`config.mk`:
```
export PLATFORM = sky130hd
export DESIGN_NAME = wsw_watchdog
export DESIGN_NICKNAME = d
export VERILOG_FILES = /design/src/pkg/wsw_pkg.sv /design/src/rtl/wsw_watchdog.sv
export SDC_FILE = /design/constraint.sdc
export NUM_CORES = 1
export LEC_CHECK = 0
export BUFFER_PORTS_ARGS = -buffer_cell sky130_fd_sc_hd__buf_2
export CORE_MARGIN = 2
export CORE_UTILIZATION = 58
export DETAILED_ROUTE_END_ITERATION = 8
export GPL_TIMING_DRIVEN = 0
export PLACE_DENSITY = 0.79
export REMOVE_ABC_BUFFERS = 1
export SETUP_SLACK_MARGIN = 0.15
export SLEW_MARGIN = 20
export SYNTH_ARGS = -nofsm -noshare
export SYNTH_HDL_FRONTEND = slang
export SYNTH_SLANG_ARGS = --single-unit
```
`constraint.sdc`:
```
create_clock -name clk -period 3.5 [get_ports clk]
set_clock_uncertainty 0.15 [all_clocks]
set_input_delay 0.35 -clock clk [delete_from_list [all_inputs] [get_ports clk]]
set_output_delay 0.35 -clock clk [all_outputs]
set_load 0.01 [all_outputs]
```
`src/pkg/wsw_pkg.sv`:
```
// Purpose: shared constants and types of the watchdog and sleep/wake block
// Assumes: one core clock at 250 MHz, register selects chosen locally
// Notes:   flags bit positions follow the core status register
package wsw_pkg;

  // register selects on the special register port
  localparam logic [1:0] WSW_REG_PERIOD  = 2'h0;
  localparam logic [1:0] WSW_REG_CONTROL = 2'h1;
  localparam logic [1:0] WSW_REG_WAKE    = 2'h2;
  localparam logic [1:0] WSW_REG_STATUS  = 2'h3;

  // reset values
  localparam logic [7:0] WSW_PERIOD_RST  = 8'h07;
  localparam logic [7:0] WSW_CONTROL_RST = 8'h00;
  localparam logic [7:0] WSW_WAKE_RST    = 8'h00;

  // field positions
  localparam int WSW_PERIOD_LSB = 0;
  localparam int WSW_CLKSEL_LSB = 6;
  localparam int WSW_KEY_LSB    = 0;
  localparam int WSW_TO_BIT     = 5;
  localparam int WSW_PDF_BIT    = 4;

  // field codes
  localparam logic [5:0] WSW_KEY_ENABLE  = 6'h00;
  localparam logic [5:0] WSW_KEY_DISABLE = 6'h2D;
  localparam logic [1:0] WSW_CLK_SLOW    = 2'h0;
  localparam logic [1:0] WSW_CLK_DIV4    = 2'h1;
  localparam logic [2:0] WSW_PER_SHORT   = 3'h1;
  localparam logic [3:0] WSW_PER_BIT_MIN = 4'h8;

  // timing
  localparam int WSW_CLK_PERIOD_NS = 4;
  localparam int WSW_SST_CYCLES    = 16;
  localparam int WSW_RSTD_NS       = 50000000;
  localparam int WSW_RSTD_CYCLES   =
    (WSW_RSTD_NS + WSW_CLK_PERIOD_NS - 1) / WSW_CLK_PERIOD_NS;
  localparam int WSW_KEY_RST_EDGES = 2;
  localparam int WSW_CNT_W         = 16;

  typedef enum logic [1:0] {
    WSW_RUN   = 2'h0,
    WSW_SLEEP = 2'h1,
    WSW_SST   = 2'h3,
    WSW_RSTD  = 2'h2
  } wsw_state_t;

  typedef struct packed {
    logic       wr;
    logic       rd;
    logic [1:0] sel;
    logic [7:0] wdata;
  } wsw_reg_req_t;

  typedef struct packed {
    logic full_reset;
    logic pc_sp_clear;
    logic take_irq;
    logic resume_next;
  } wsw_resume_t;

endpackage

```
`src/rtl/wsw_watchdog.sv`:
```
// Purpose: watchdog timer with sleep entry and wake-up sequencing
// Assumes: core instructions arrive as one-cycle pulses, pins are async
// Notes:   flags here survive the chip reset they request; srst is power-up
//
// Function
// - sleep instruction stops the oscillator and halts execution there.
// - while sleeping, memory, registers and port states stay frozen.
// - sleep instruction clears the watchdog counter; it restarts at zero.
// - entering sleep sets power-down flag, clears watchdog-expired flag.
// - wake on external reset, enabled port A fall, interrupt or overflow.
// - external reset wake performs a full system reset.
// - sleep time-out wakes, sets expired flag, clears only PC and stack.
// - masked port A falling edge wakes; resume after sleep instruction.
// - wake by disabled interrupt or full stack resumes after sleep.
// - wake by enabled interrupt with stack room takes interrupt response.
// - interrupt already flagged before sleep is ignored as wake source.
// - every wake waits 16 core clocks; external reset delay comes first.
// - two-bit select: slow RC, core clock over four, or core clock.
// - period code picks divide 2^8 for 000/001, 2^10..2^15 otherwise.
// - key 000000 enables, 101101 disables, anything else resets device.
// - corrupted key resets the device one to two slow RC cycles later.
// - with watchdog disabled, watchdog instructions do nothing.
// - in sleep a core-clocked watchdog stops counting.
// - overflow in normal running resets device and sets expired flag.
// - counter cleared by bad key, external reset low, clear or sleep.
// - power-down flag cleared by power-up or clear, set by sleep.
// - status writes never alter expired flag or power-down flag.
`timescale 1ns/1ps
module wsw_watchdog
  import wsw_pkg::*;
#(
  parameter int RSTD_COUNT = WSW_RSTD_CYCLES
)
(
  // clock and power-up reset
  input  wire logic         clk,
  input  wire logic         srst,
  // core instruction strobes
  input  wire logic         sleep_exec,
  input  wire logic         watchdog_clear_instruction,
  // special register port
  input  wire wsw_reg_req_t reg_req,
  output logic [7:0]        reg_rdata,
  // pins
  input  wire logic         slow_rc_oscillator,
  input  wire logic         external_clear_pin_n,
  input  wire logic [7:0]   port_a_pins,
  // interrupt controller view
  input  wire logic [3:0]   irq_flag,
  input  wire logic [3:0]   irq_enable,
  input  wire logic         stack_full,
  // core control
  output logic              core_halt,
  output logic              osc_stop,
  output logic              sys_reset_req,
  output logic              resume_valid,
  output wsw_resume_t       resume_kind,
  output logic              watchdog_expired_flag,
  output logic              power_down_flag
);

  ////////////////////////////////////////////////////////////////////////////
  // registers and synchronisers

  logic [7:0]           period_q;
  logic [7:0]           control_q;
  logic [7:0]           wake_mask_q;
  logic [2:0]           rc_sync_q;
  logic [1:0]           ext_sync_q;
  logic [7:0]           pa_meta_q;
  logic [7:0]           pa_sync_q;
  logic [7:0]           pa_prev_q;
  logic [3:0]           irq_armed_q;
  logic [1:0]           div4_q;
  logic [WSW_CNT_W-1:0] cnt_q;
  logic [1:0]           key_cnt_q;
  logic [23:0]          rstd_q;
  logic [4:0]           sst_q;
  wsw_state_t           state_q;
  wsw_resume_t          kind_q;
  logic                 to_q;
  logic                 pdf_q;
  logic                 sys_reset_q;
  logic                 resume_q;
  logic [7:0]           rdata_q;

  logic                 running;
  logic                 sleeping;
  logic                 rc_rise;
  logic                 ext_low;
  logic [1:0]           clk_sel;
  logic [5:0]           key;
  logic                 wd_enabled;
  logic                 key_bad;
  logic                 key_fire;
  logic                 tick;
  logic [WSW_CNT_W-1:0] cnt_inc;
  logic [3:0]           to_bit;
  logic                 timeout;
  logic                 cnt_clear;
  logic                 clr_instr;
  logic                 pa_wake;
  logic [3:0]           irq_new;
  logic                 irq_wake;
  logic                 irq_take;
  logic                 wr_control;

  assign running    = state_q == WSW_RUN;
  assign sleeping   = state_q == WSW_SLEEP;
  assign core_halt  = !running;
  assign osc_stop   = sleeping;
  assign clk_sel    = control_q[WSW_CLKSEL_LSB +: 2];
  assign key        = control_q[WSW_KEY_LSB +: 6];
  assign wd_enabled = key == WSW_KEY_ENABLE;
  assign key_bad    = !wd_enabled && key != WSW_KEY_DISABLE;
  assign rc_rise    = rc_sync_q[1] && !rc_sync_q[2];
  assign ext_low    = !ext_sync_q[1];
  assign clr_instr  = watchdog_clear_instruction && running
                      && wd_enabled;
  assign wr_control = reg_req.wr && running
                      && reg_req.sel == WSW_REG_CONTROL;

  always_ff @(posedge clk)
  begin
    rc_sync_q  <= {rc_sync_q[1:0], slow_rc_oscillator};
    ext_sync_q <= {ext_sync_q[0], external_clear_pin_n};
    pa_meta_q  <= port_a_pins;
    pa_sync_q  <= pa_meta_q;
    pa_prev_q  <= pa_sync_q;
  end

  ////////////////////////////////////////////////////////////////////////////
  // register file

  always_ff @(posedge clk)
  begin
    if (srst)
    begin
      period_q    <= WSW_PERIOD_RST;
      control_q   <= WSW_CONTROL_RST;
      wake_mask_q <= WSW_WAKE_RST;
    end
    else if (key_fire)
      control_q <= WSW_CONTROL_RST;
    else if (reg_req.wr && running)
    begin
      unique case (reg_req.sel)
        WSW_REG_PERIOD:  period_q    <= {5'h00, reg_req.wdata[2:0]};
        WSW_REG_CONTROL: control_q   <= reg_req.wdata;
        WSW_REG_WAKE:    wake_mask_q <= reg_req.wdata;
        WSW_REG_STATUS:  ;
      endcase
    end
  end

  always_ff @(posedge clk)
  begin
    if (srst)
      rdata_q <= 8'h00;
    else if (reg_req.rd)
    begin
      unique case (reg_req.sel)
        WSW_REG_PERIOD:  rdata_q <= period_q;
        WSW_REG_CONTROL: rdata_q <= control_q;
        WSW_REG_WAKE:    rdata_q <= wake_mask_q;
        WSW_REG_STATUS:  rdata_q <= {2'h0, to_q, pdf_q, 4'h0};
      endcase
    end
  end

  assign reg_rdata = rdata_q;

  ////////////////////////////////////////////////////////////////////////////
  // corrupted key: reset on the second slow RC rising edge

  always_ff @(posedge clk)
  begin
    if (srst || !key_bad)
      key_cnt_q <= 2'h0;
    else if (rc_rise)
      key_cnt_q <= key_cnt_q + 2'h1;
  end

  assign key_fire = key_bad && rc_rise
                    && key_cnt_q == 2'(WSW_KEY_RST_EDGES - 1);

  ////////////////////////////////////////////////////////////////////////////
  // watchdog counter

  always_ff @(posedge clk)
  begin
    if (srst)
      div4_q <= 2'h0;
    else if (!sleeping)
      div4_q <= div4_q + 2'h1;
  end

  always_comb
  begin
    unique case (clk_sel)
      WSW_CLK_SLOW: tick = rc_rise;
      WSW_CLK_DIV4: tick = !sleeping && div4_q == 2'h3;
      default:      tick = !sleeping;
    endcase
    tick = tick && wd_enabled && state_q != WSW_RSTD;
  end

  assign to_bit  = period_q[2:0] <= WSW_PER_SHORT ? WSW_PER_BIT_MIN
                   : 4'(period_q[2:0]) + WSW_PER_BIT_MIN;
  assign cnt_inc = cnt_q + 16'h0001;
  assign timeout = tick && !cnt_q[to_bit] && cnt_inc[to_bit];

  assign cnt_clear = (sleep_exec && running) || clr_instr || ext_low
                     || (wr_control && key_bad_wdata(reg_req.wdata))
                     || key_fire || timeout;

  function automatic logic key_bad_wdata(input logic [7:0] d);
    key_bad_wdata = d[WSW_KEY_LSB +: 6] != WSW_KEY_ENABLE
                    && d[WSW_KEY_LSB +: 6] != WSW_KEY_DISABLE;
  endfunction

  always_ff @(posedge clk)
  begin
    if (srst || cnt_clear)
      cnt_q <= 16'h0000;
    else if (tick)
      cnt_q <= cnt_inc;
  end

  ////////////////////////////////////////////////////////////////////////////
  // status flags

  always_ff @(posedge clk)
  begin
    if (srst)
      to_q <= 1'b0;
    else if (timeout)
      to_q <= 1'b1;
    else if ((sleep_exec && running) || clr_instr)
      to_q <= 1'b0;
  end

  always_ff @(posedge clk)
  begin
    if (srst)
      pdf_q <= 1'b0;
    else if (sleep_exec && running)
      pdf_q <= 1'b1;
    else if (clr_instr)
      pdf_q <= 1'b0;
  end

  assign watchdog_expired_flag = to_q;
  assign power_down_flag       = pdf_q;

  ////////////////////////////////////////////////////////////////////////////
  // wake sources

  always_ff @(posedge clk)
  begin
    if (srst)
      irq_armed_q <= 4'h0;
    else if (sleep_exec && running)
      irq_armed_q <= ~irq_flag;
  end

  assign pa_wake  = |(pa_prev_q & ~pa_sync_q & wake_mask_q);
  assign irq_new  = irq_flag & irq_armed_q;
  assign irq_wake = |irq_new;
  assign irq_take = |(irq_new & irq_enable) && !stack_full;

  ////////////////////////////////////////////////////////////////////////////
  // sleep and wake sequencer

  always_ff @(posedge clk)
  begin
    if (srst)
    begin
      state_q <= WSW_RUN;
      kind_q  <= '0;
    end
    else
    begin
      unique case (state_q)
        WSW_RUN:
          if (sleep_exec)
            state_q <= WSW_SLEEP;
        WSW_SLEEP:
          if (ext_low)
          begin
            state_q <= WSW_RSTD;
            kind_q  <= '{1'b1, 1'b0, 1'b0, 1'b0};
          end
          else if (timeout)
          begin
            state_q <= WSW_SST;
            kind_q  <= '{1'b0, 1'b1, 1'b0, 1'b0};
          end
          else if (pa_wake)
          begin
            state_q <= WSW_SST;
            kind_q  <= '{1'b0, 1'b0, 1'b0, 1'b1};
          end
          else if (irq_wake)
          begin
            state_q <= WSW_SST;
            kind_q  <= '{1'b0, 1'b0, irq_take, !irq_take};
          end
        WSW_RSTD:
          if (!ext_low && rstd_q == 24'(RSTD_COUNT - 1))
            state_q <= WSW_SST;
        WSW_SST:
          if (sst_q == 5'(WSW_SST_CYCLES - 1))
            state_q <= WSW_RUN;
      endcase
    end
  end

  always_ff @(posedge clk)
  begin
    if (srst || state_q != WSW_RSTD || ext_low)
      rstd_q <= 24'h000000;
    else
      rstd_q <= rstd_q + 24'h000001;
  end

  always_ff @(posedge clk)
  begin
    if (srst || state_q != WSW_SST)
      sst_q <= 5'h00;
    else
      sst_q <= sst_q + 5'h01;
  end

  always_ff @(posedge clk)
  begin
    if (srst)
    begin
      resume_q    <= 1'b0;
      sys_reset_q <= 1'b0;
    end
    else
    begin
      resume_q    <= state_q == WSW_SST
                     && sst_q == 5'(WSW_SST_CYCLES - 1);
      sys_reset_q <= (sleeping && ext_low)
                     || (running && timeout)
                     || key_fire;
    end
  end

  assign resume_valid  = resume_q;
  assign resume_kind   = kind_q;
  assign sys_reset_req = sys_reset_q;

  ////////////////////////////////////////////////////////////////////////////
  // checks

  logic [4:0] chk_sst_q;

  always_ff @(posedge clk)
  begin
    if (srst || state_q != WSW_SST)
      chk_sst_q <= 5'h00;
    else
      chk_sst_q <= chk_sst_q + 5'h01;
  end

  sleep_flags_a: assert property (@(posedge clk) disable iff (srst)
    sleep_exec && running && !timeout |=> pdf_q && !to_q && cnt_q == '0)
    else $error("sleep entry flags or counter wrong");

  halt_hold_a: assert property (@(posedge clk) disable iff (srst)
    sleep_exec && running |=> core_halt && osc_stop)
    else $error("sleep did not halt core");

  sst_len_a: assert property (@(posedge clk) disable iff (srst)
    $fell(state_q == WSW_SST) |-> $past(chk_sst_q) == 5'h0F && resume_q)
    else $error("start-up wait not 16 cycles");

  status_wr_a: assert property (@(posedge clk) disable iff (srst)
    reg_req.wr && reg_req.sel == WSW_REG_STATUS && !timeout && !sleep_exec
    && !watchdog_clear_instruction |=> $stable(to_q) && $stable(pdf_q))
    else $error("status write changed flags");

  core_stop_a: assert property (@(posedge clk) disable iff (srst)
    sleeping && clk_sel != WSW_CLK_SLOW && !cnt_clear |=> $stable(cnt_q))
    else $error("core-clocked watchdog counted in sleep");

  run_reset_a: assert property (@(posedge clk) disable iff (srst)
    running && timeout |=> sys_reset_req && to_q)
    else $error("overflow did not reset");

  sleep_to_a: assert property (@(posedge clk) disable iff (srst)
    sleeping && timeout && !ext_low |=> state_q == WSW_SST
    && kind_q.pc_sp_clear && to_q && !sys_reset_req)
    else $error("sleep time-out wake wrong");

  clr_noop_a: assert property (@(posedge clk) disable iff (srst)
    watchdog_clear_instruction && !wd_enabled && !timeout && !sleep_exec
    |=> $stable(pdf_q))
    else $error("clear acted while disabled");

  key_reset_a: assert property (@(posedge clk) disable iff (srst)
    key_bad && rc_rise && key_cnt_q == 2'h1 |=> sys_reset_req)
    else $error("bad key did not reset");

  pa_wake_a: assert property (@(posedge clk) disable iff (srst)
    sleeping && pa_wake && !ext_low && !timeout |=> state_q == WSW_SST
    && kind_q.resume_next)
    else $error("port wake missed");

endmodule

```
=== After elaboration in Yosys (flattened, before gate mapping) ===
Index checks and enable logic that the tools add are counted.

* Equality and inequality tests: 20
* $mul: 0
* Divide/modulo/power cells: 0
* $add $sub $neg: 6
* Magnitude comparators: 2
* Shift-type cells: 0
* Multiplexer cells: 23
* Reductions and logical operators: 58
* Bitwise operators: 7

{| class="wikitable"
|+ Operators by type and width
! kind !! number
|-
| one-hot mux 8 bit (4 select lines) || 1
|-
| adder 24 x 1 -> 24 bit (second input constant) || 1
|-
| == test 24 bit (second input constant) || 1
|-
| logical AND 1 bit || 21
|-
| two-way mux 4 bit || 5
|-
| adder 16 x 1 -> 16 bit (second input constant) || 1
|-
| bitwise AND 8 bit || 2
|-
| two-way mux 2 bit || 7
|-
| logical OR 1 bit || 12
|-
| inequality test 6 bit (second input constant) || 2
|-
| == test 2 bit (second input constant) || 5
|-
| inequality test 2 bit (second input constant) || 5
|-
| logical NOT 1 bit || 9
|-
| bitwise AND 4 bit || 2
|-
| binary-select mux 1 bit (select 4 bit) || 2
|-
| == test 2 x 1 -> 1 bit (second input constant) || 4
|-
| NOT 8 bit || 1
|-
| one-hot mux 2 bit (4 select lines) || 1
|-
| OR reduction 4 bit || 2
|-
| OR reduction 8 bit || 1
|-
| logical NOT 2 bit || 3
|-
| logical NOT 6 bit || 1
|-
| two-way mux 1 bit || 6
|-
| AND reduction 3 bit || 2
|-
| 16 further kinds || 19
|}

* RAM bits: 0
* Memories kept: 0
* Logic and storage cells: 140
* Latch bits: 0
* Register bits after elaboration: 119
* Output and inout bits: 18
* Memory bits (read-only): 0
* Bits of input ports: 35

=== Longest topological paths before layout ===
* Depth in word-level cells: 11
* Gate-level depth with buffers: 13
* Depth with buffers taken out: 9

=== Least setup slack after synthesis ===
OpenSTA, ideal clock, no wires.

* Path type: flip-flop to flip-flop
* Start point: register state_q[1]
* End point: register cnt_q[10]
* Data arrival time: 2.319 ns
* Setup time: 0.115 ns
* Stages on the path, launching flop included: 14
* Setup slack: 0.917 ns
* Path through: dfxtp_1 inv_1 ha_1 buf_2 a2bb2oi_1 nor3_1 buf_2 nand3b_1 a31oi_1 o311a_1 or3_1 buf_4 buf_6 nor2_1

* Longest elaborated chain between the ends: 10
* Elaborated cells on any way between the ends: 22
* Those cells by class: 2 x eq/ne; 1 x mux; 19 x reduce/logical

{| class="wikitable"
|+ RTL lines
! element !! RTL line !! text
|-
| start: declaration || wsw_watchdog.sv:79 || <nowiki>wsw_state_t state_q;</nowiki>
|-
| start signal: assignment || wsw_watchdog.sv:279 || <nowiki>state_q <= WSW_RUN;</nowiki>
|-
| start signal: assignment || wsw_watchdog.sv:287 || <nowiki>state_q <= WSW_SLEEP;</nowiki>
|-
| start signal: assignment || wsw_watchdog.sv:291 || <nowiki>state_q <= WSW_RSTD;</nowiki>
|-
| == test 2 x 1 -> 1 bit (*) || wsw_watchdog.sv:109 || <nowiki>assign sleeping = state_q == WSW_SLEEP;</nowiki>
|-
| via osc_stop || wsw_watchdog.sv:54 || <nowiki>output logic osc_stop,</nowiki>
|-
| logical NOT 1 bit (*) || wsw_watchdog.sv:202, wsw_watchdog.sv:203 ||
|-
| logical AND 1 bit || wsw_watchdog.sv:202 || <nowiki>WSW_CLK_DIV4: tick = !sleeping && div4_q == 2'h3;</nowiki>
|-
| one-hot mux 1 bit (2 select lines) (*) || wsw_watchdog.sv:200 || <nowiki>unique case (clk_sel)</nowiki>
|-
| logical AND 1 bit (*) (2 in series) || wsw_watchdog.sv:205 || <nowiki>tick = tick && wd_enabled && state_q != WSW_RSTD;</nowiki>
|-
| logical AND 1 bit (2 in series) || wsw_watchdog.sv:211 || <nowiki>assign timeout = tick && !cnt_q[to_bit] && cnt_inc[to_bit];</nowiki>
|-
| logical OR 1 bit || wsw_watchdog.sv:215 || <nowiki>|| key_fire || timeout;</nowiki>
|-
| logical OR 1 bit || wsw_watchdog.sv:224 || <nowiki>if (srst || cnt_clear)</nowiki>
|-
| end signal: assignment || wsw_watchdog.sv:227 || <nowiki>cnt_q <= cnt_inc;</nowiki>
|-
| end: declaration || wsw_watchdog.sv:75 || <nowiki>logic [WSW_CNT_W-1:0] cnt_q;</nowiki>
|}

The timed path passes the listed nets; every way through them passes the cells marked *.
A chain may end at the register's enable or synchronous reset.

=== Worst setup path after layout ===
* Start point: register state_q[1]
* End point: register kind_q, in the netlist resume_kind[3]

* Longest elaborated chain between the ends: 10
* Elaborated cells on any way between the ends: 13
* Those cells by class: 3 x eq/ne; 3 x mux; 7 x reduce/logical

{| class="wikitable"
|+ RTL lines
! element !! RTL line !! text
|-
| == test 2 x 1 -> 1 bit || wsw_watchdog.sv:109, wsw_watchdog.sv:284 ||
|-
| logical NOT 1 bit || wsw_watchdog.sv:202, wsw_watchdog.sv:203 ||
|-
| logical AND 1 bit || wsw_watchdog.sv:202 ||
|-
| one-hot mux 1 bit (2 select lines) || wsw_watchdog.sv:200 ||
|-
| logical AND 1 bit (2 in series) || wsw_watchdog.sv:205 ||
|-
| logical AND 1 bit (2 in series) || wsw_watchdog.sv:211 ||
|-
| inequality test 4 x 1 -> 1 bit (no line) or two-way mux 4 bit (tied branches) || -- ||
|-
| AND reduction 2 bit (no line) or two-way mux 4 bit (tied branches) || -- ||
|-
| end signal: assignment || wsw_watchdog.sv:292 || <nowiki>kind_q <= '{1'b1, 1'b0, 1'b0, 1'b0};</nowiki>
|-
| end signal: assignment || wsw_watchdog.sv:297 || <nowiki>kind_q <= '{1'b0, 1'b1, 1'b0, 1'b0};</nowiki>
|-
| end signal: assignment || wsw_watchdog.sv:302 || <nowiki>kind_q <= '{1'b0, 1'b0, 1'b0, 1'b1};</nowiki>
|-
| end: declaration || wsw_watchdog.sv:80 || <nowiki>wsw_resume_t kind_q;</nowiki>
|}

Parallel ways exist; a longest one is shown, timed or not.

==> impl_metrics.yaml <==
sta:
  slew_viol_final: 0
  max_freq_mhz: 340
  timing_hold_violations_final: 0
  slew_headroom: 0.420
  layout_setup_ws_ns: 0.556
  rsz0062_at_grt: "false"
  setup_viol: 0
  tightest_slew_ns: 0.868
  post-route-min-period_ns: 2.94
  finalSetupTns_ns: 0
  timing.final.crit_share: 0.841
min_path:
  holdPathEnd: "reg_rdata[7]"
  min_path_cells: 2
  hp-class: "input pin to register"
  min_from: "reg_req[10]"
synth:
  yosysSeqAreaShare: 0.489
  synth_xor_area_frac: 0.0809
  synth_warnings: 0
  netlist_area_um2: 4870
  synth_compound_area_frac: 0.101
  synth_top_area_frac: 0.489
  yosys_register_bits: 119
  synth_cell_type_count: 52
  synth_fa_ha_area_frac: 0.0283
  ys_top_cells_by_area: "dfxtp_1, nor2_1, xor2_1"
  muxShareOfSynthArea: 0.0480
  synth_flop_cell: "dfxtp_1"
  yosysTopAreaCell: "dfxtp_1"
  synth_top_family_by_area: "simple AND/OR/NAND/NOR gates"
  syn_avg_cell_area_um2: 9.19
  syn_inst: 530
  synthArstFlopShare: 0
  yosys.area_share.simple: 0.217
  synth_edf_count: 0
power:
  clkPwrFrac: 0.462
  swShare: 0.290
  pwr-share-comb: 0.132
  leakage_uw: 0.00244
  p_sw_uw: 1070
  max-vdd-ir-drop_mv: 0.434
  seqPwrFrac: 0.406
  pwr_density_cell_nw_per_um2: 617
  p_int_uw: 2620
route:
  wl_per_cell_um: 15.1
  routed_via_density: 5.50
  ant_nets: 0
  routed_wl_um: 10900
  drtPass1Iterations: 4
  via_count: 3946
  dr.first_iter.drc_count: 247
  post-route-drc-count: 0
die:
  die_h_um: 95.6
  design.die.area_um2: 9150
  num_io_pins: 53
  die_w_um: 95.6
  start_util: 0.596
  core-area_um2: 8180
  fp-row-count: 33
run:
  max_cap_violations: 0
final_layout:
  fin_nets: 646
  post-route-util: 0.732
  instances_no_fill: 718
  antenna_cells: 0
  drive_gt1_frac: 0.157
  syn_to_final_growth_pct: 22.9
setup_path:
  r2r_setup_slack_ns: 0.56
  critPathArrivalTime_ns: 3.18
  r2r-end: "resume_kind[3]"
  crit_required_ns: 3.73
  r2r-start: "state_q[1]"
  critPathMaxFanout: 11
  rr_worst_depth: 9
  setup.worst_path.start_class: "register"
  end_kind: "register"
  path_class: "register to register"
global_route:
  antenna_found_initial: 0
  grt_pass1_vias: 3869
  grt_max_degree: 32
  track_usage: 0.254
  grt-ovfl-total: 0
  grt_pass1_wl_um: 17600
placed_design:
  dp_hpwl_um: 7080
  dp_slack_ns: -0.0241
  globalplace.congestion: 0.902
  post-place-cells: 663
  port_buffers: 52
cts:
  htree_levels: 4
  clk_pin_slew_ns: 0.06
  root_buffer: "clkbuf_8"
  numCtsBuffers: 17
  cts_tree: "built"
  clockBufferDepth: 2
  clock_sinks: 119
  clk_latency_ns: 0.52
status:
  status: "finished clean"
## critical path: stages (launching register included)
cell and delay (ns):
dfxtp_1 0.40, inv_1 0.11, ha_1 0.36, a2bb2oi_1 0.23
nor3_4 0.20, o211ai_1 0.13, o41ai_2 0.38, o311ai_1 0.31
a31oi_1 0.39, o32ai_1 0.14
## cells by family after synthesis
kind of cell               after synthesis
AOI/OAI and AO/OA                       70
adders and majority gates               11
and+or+nand+nor                        221
xor gates and xnor gates                45
buffers and inverters                   41
DFF                                    119
muxes                                   23
## flip-flops by register name, indices dropped and copies added (netlist names), 2 cells and up
signal / flops
rstd_q: 24
cnt_q: 16
control_q: 8
pa_meta_q: 8
pa_prev_q: 8
pa_sync_q: 8
reg_rdata: 8
wake_mask_q: 8
sst_q: 5
irq_armed_q: 4
resume_kind: 4
period_q: 3
rc_sync_q: 3
div4_q: 2
ext_sync_q: 2
key_cnt_q: 2
state_q: 2
## layout make-up
type,instances,area (µm²)
clock buffers,17,414
clock inverters,15,173
fillers,582,2190
inverters,17,63.8
multi-input cells,370,2330
flip-flops and latches,119,2380
well taps,105,131
repair buffers,75,488
## cells in the final DEF (no fill, tap or decap), types with 3 or more instances in the layout
| cell type | n |
|---|---|
| inv_8 | 9 |
| buf_2 | 52 |
| nor2b_1 | 4 |
| nand4_1 | 18 |
| o21ai_0 | 6 |
| mux2i_1 | 20 |
| nor4_1 | 3 |
| dlygate4sd3_1 | 22 |
| nand3_1 | 17 |
| a22oi_1 | 7 |
| inv_1 | 17 |
| ha_1 | 11 |
| nor3_1 | 8 |
| dfxtp_1 | 119 |
| mux2_2 | 3 |
| a21oi_1 | 21 |
| nand2_1 | 51 |
| o32ai_1 | 3 |
| nor2_1 | 88 |
| xor2_1 | 24 |
| a211oi_1 | 14 |
| a31oi_1 | 4 |
| nand3b_1 | 5 |
| xnor2_1 | 21 |
| clkbuf_16 | 16 |
| and3_1 | 11 |
## power by group through the flow
stage | sequential, µW | clock (µW) | combinational [µW]
floorplan | 1520 | 0 | 300
global route | 1510 | 1790 | 544
detailed placement | 1520 | 0 | 449
global placement | 1520 | 0 | 427
finish | 1500 | 1700 | 489
CTS | 1500 | 1730 | 477
## what timing repair did
item                                    CTS  global route
endpoints found under the setup margin   21            21
resized for setup                         1             1
endpoints found under the hold margin    31             0
buffers inserted                          0             1
hold buffers                             22             0
pin swaps                                 0             1
## synthesized netlist by cell type, types with 4 or more instances
cell type / number
dfxtp_1: 119
nor2_1: 88
nand2_1: 51
xor2_1: 24
a21oi_1: 21
xnor2_1: 21
mux2i_1: 20
nand4_1: 18
inv_1: 17
nand3_1: 17
clkbuf_1: 16
a211oi_1: 14
and3_1: 11
ha_1: 11
nor3_1: 9
a22oi_1: 7
o21ai_0: 6
nand3b_1: 5
a31oi_1: 4
buf_2: 4
nor2b_1: 4
## how the worst max path moves through the flow
stage	startpoint	endpoint
4_1_cts	state_q[1]	cnt_q[10]
3_3_place_gp	state_q[1]	cnt_q[15]
3_5_place_dp	state_q[1]	cnt_q[3]
2_1_floorplan	state_q[1]	cnt_q[0]
5_1_grt	cnt_q[8]	resume_kind[1]
6_report	state_q[1]	resume_kind[3]
## metal layers
metal	vias up	track usage	routed length (µm)
met2	126	0.422	5310
met4	0	0.112	271
met1	1806	0.298	4550
met5	-	0	0
met3	27	0.0854	734
li1	1987	-	-
## stage by stage
step	cell area, µm²	hold slack (ns)	power [µW]
after floorplan	4760	0.160	1820
after global placement	5150	0.159	1950
after detailed placement	5160	0.162	1970
after CTS	5970	0.0418	3710
after global routing	5990	0.0645	3850
final	5990	0.0625	3690
Note: power is estimated with default switching activity, not from simulation.
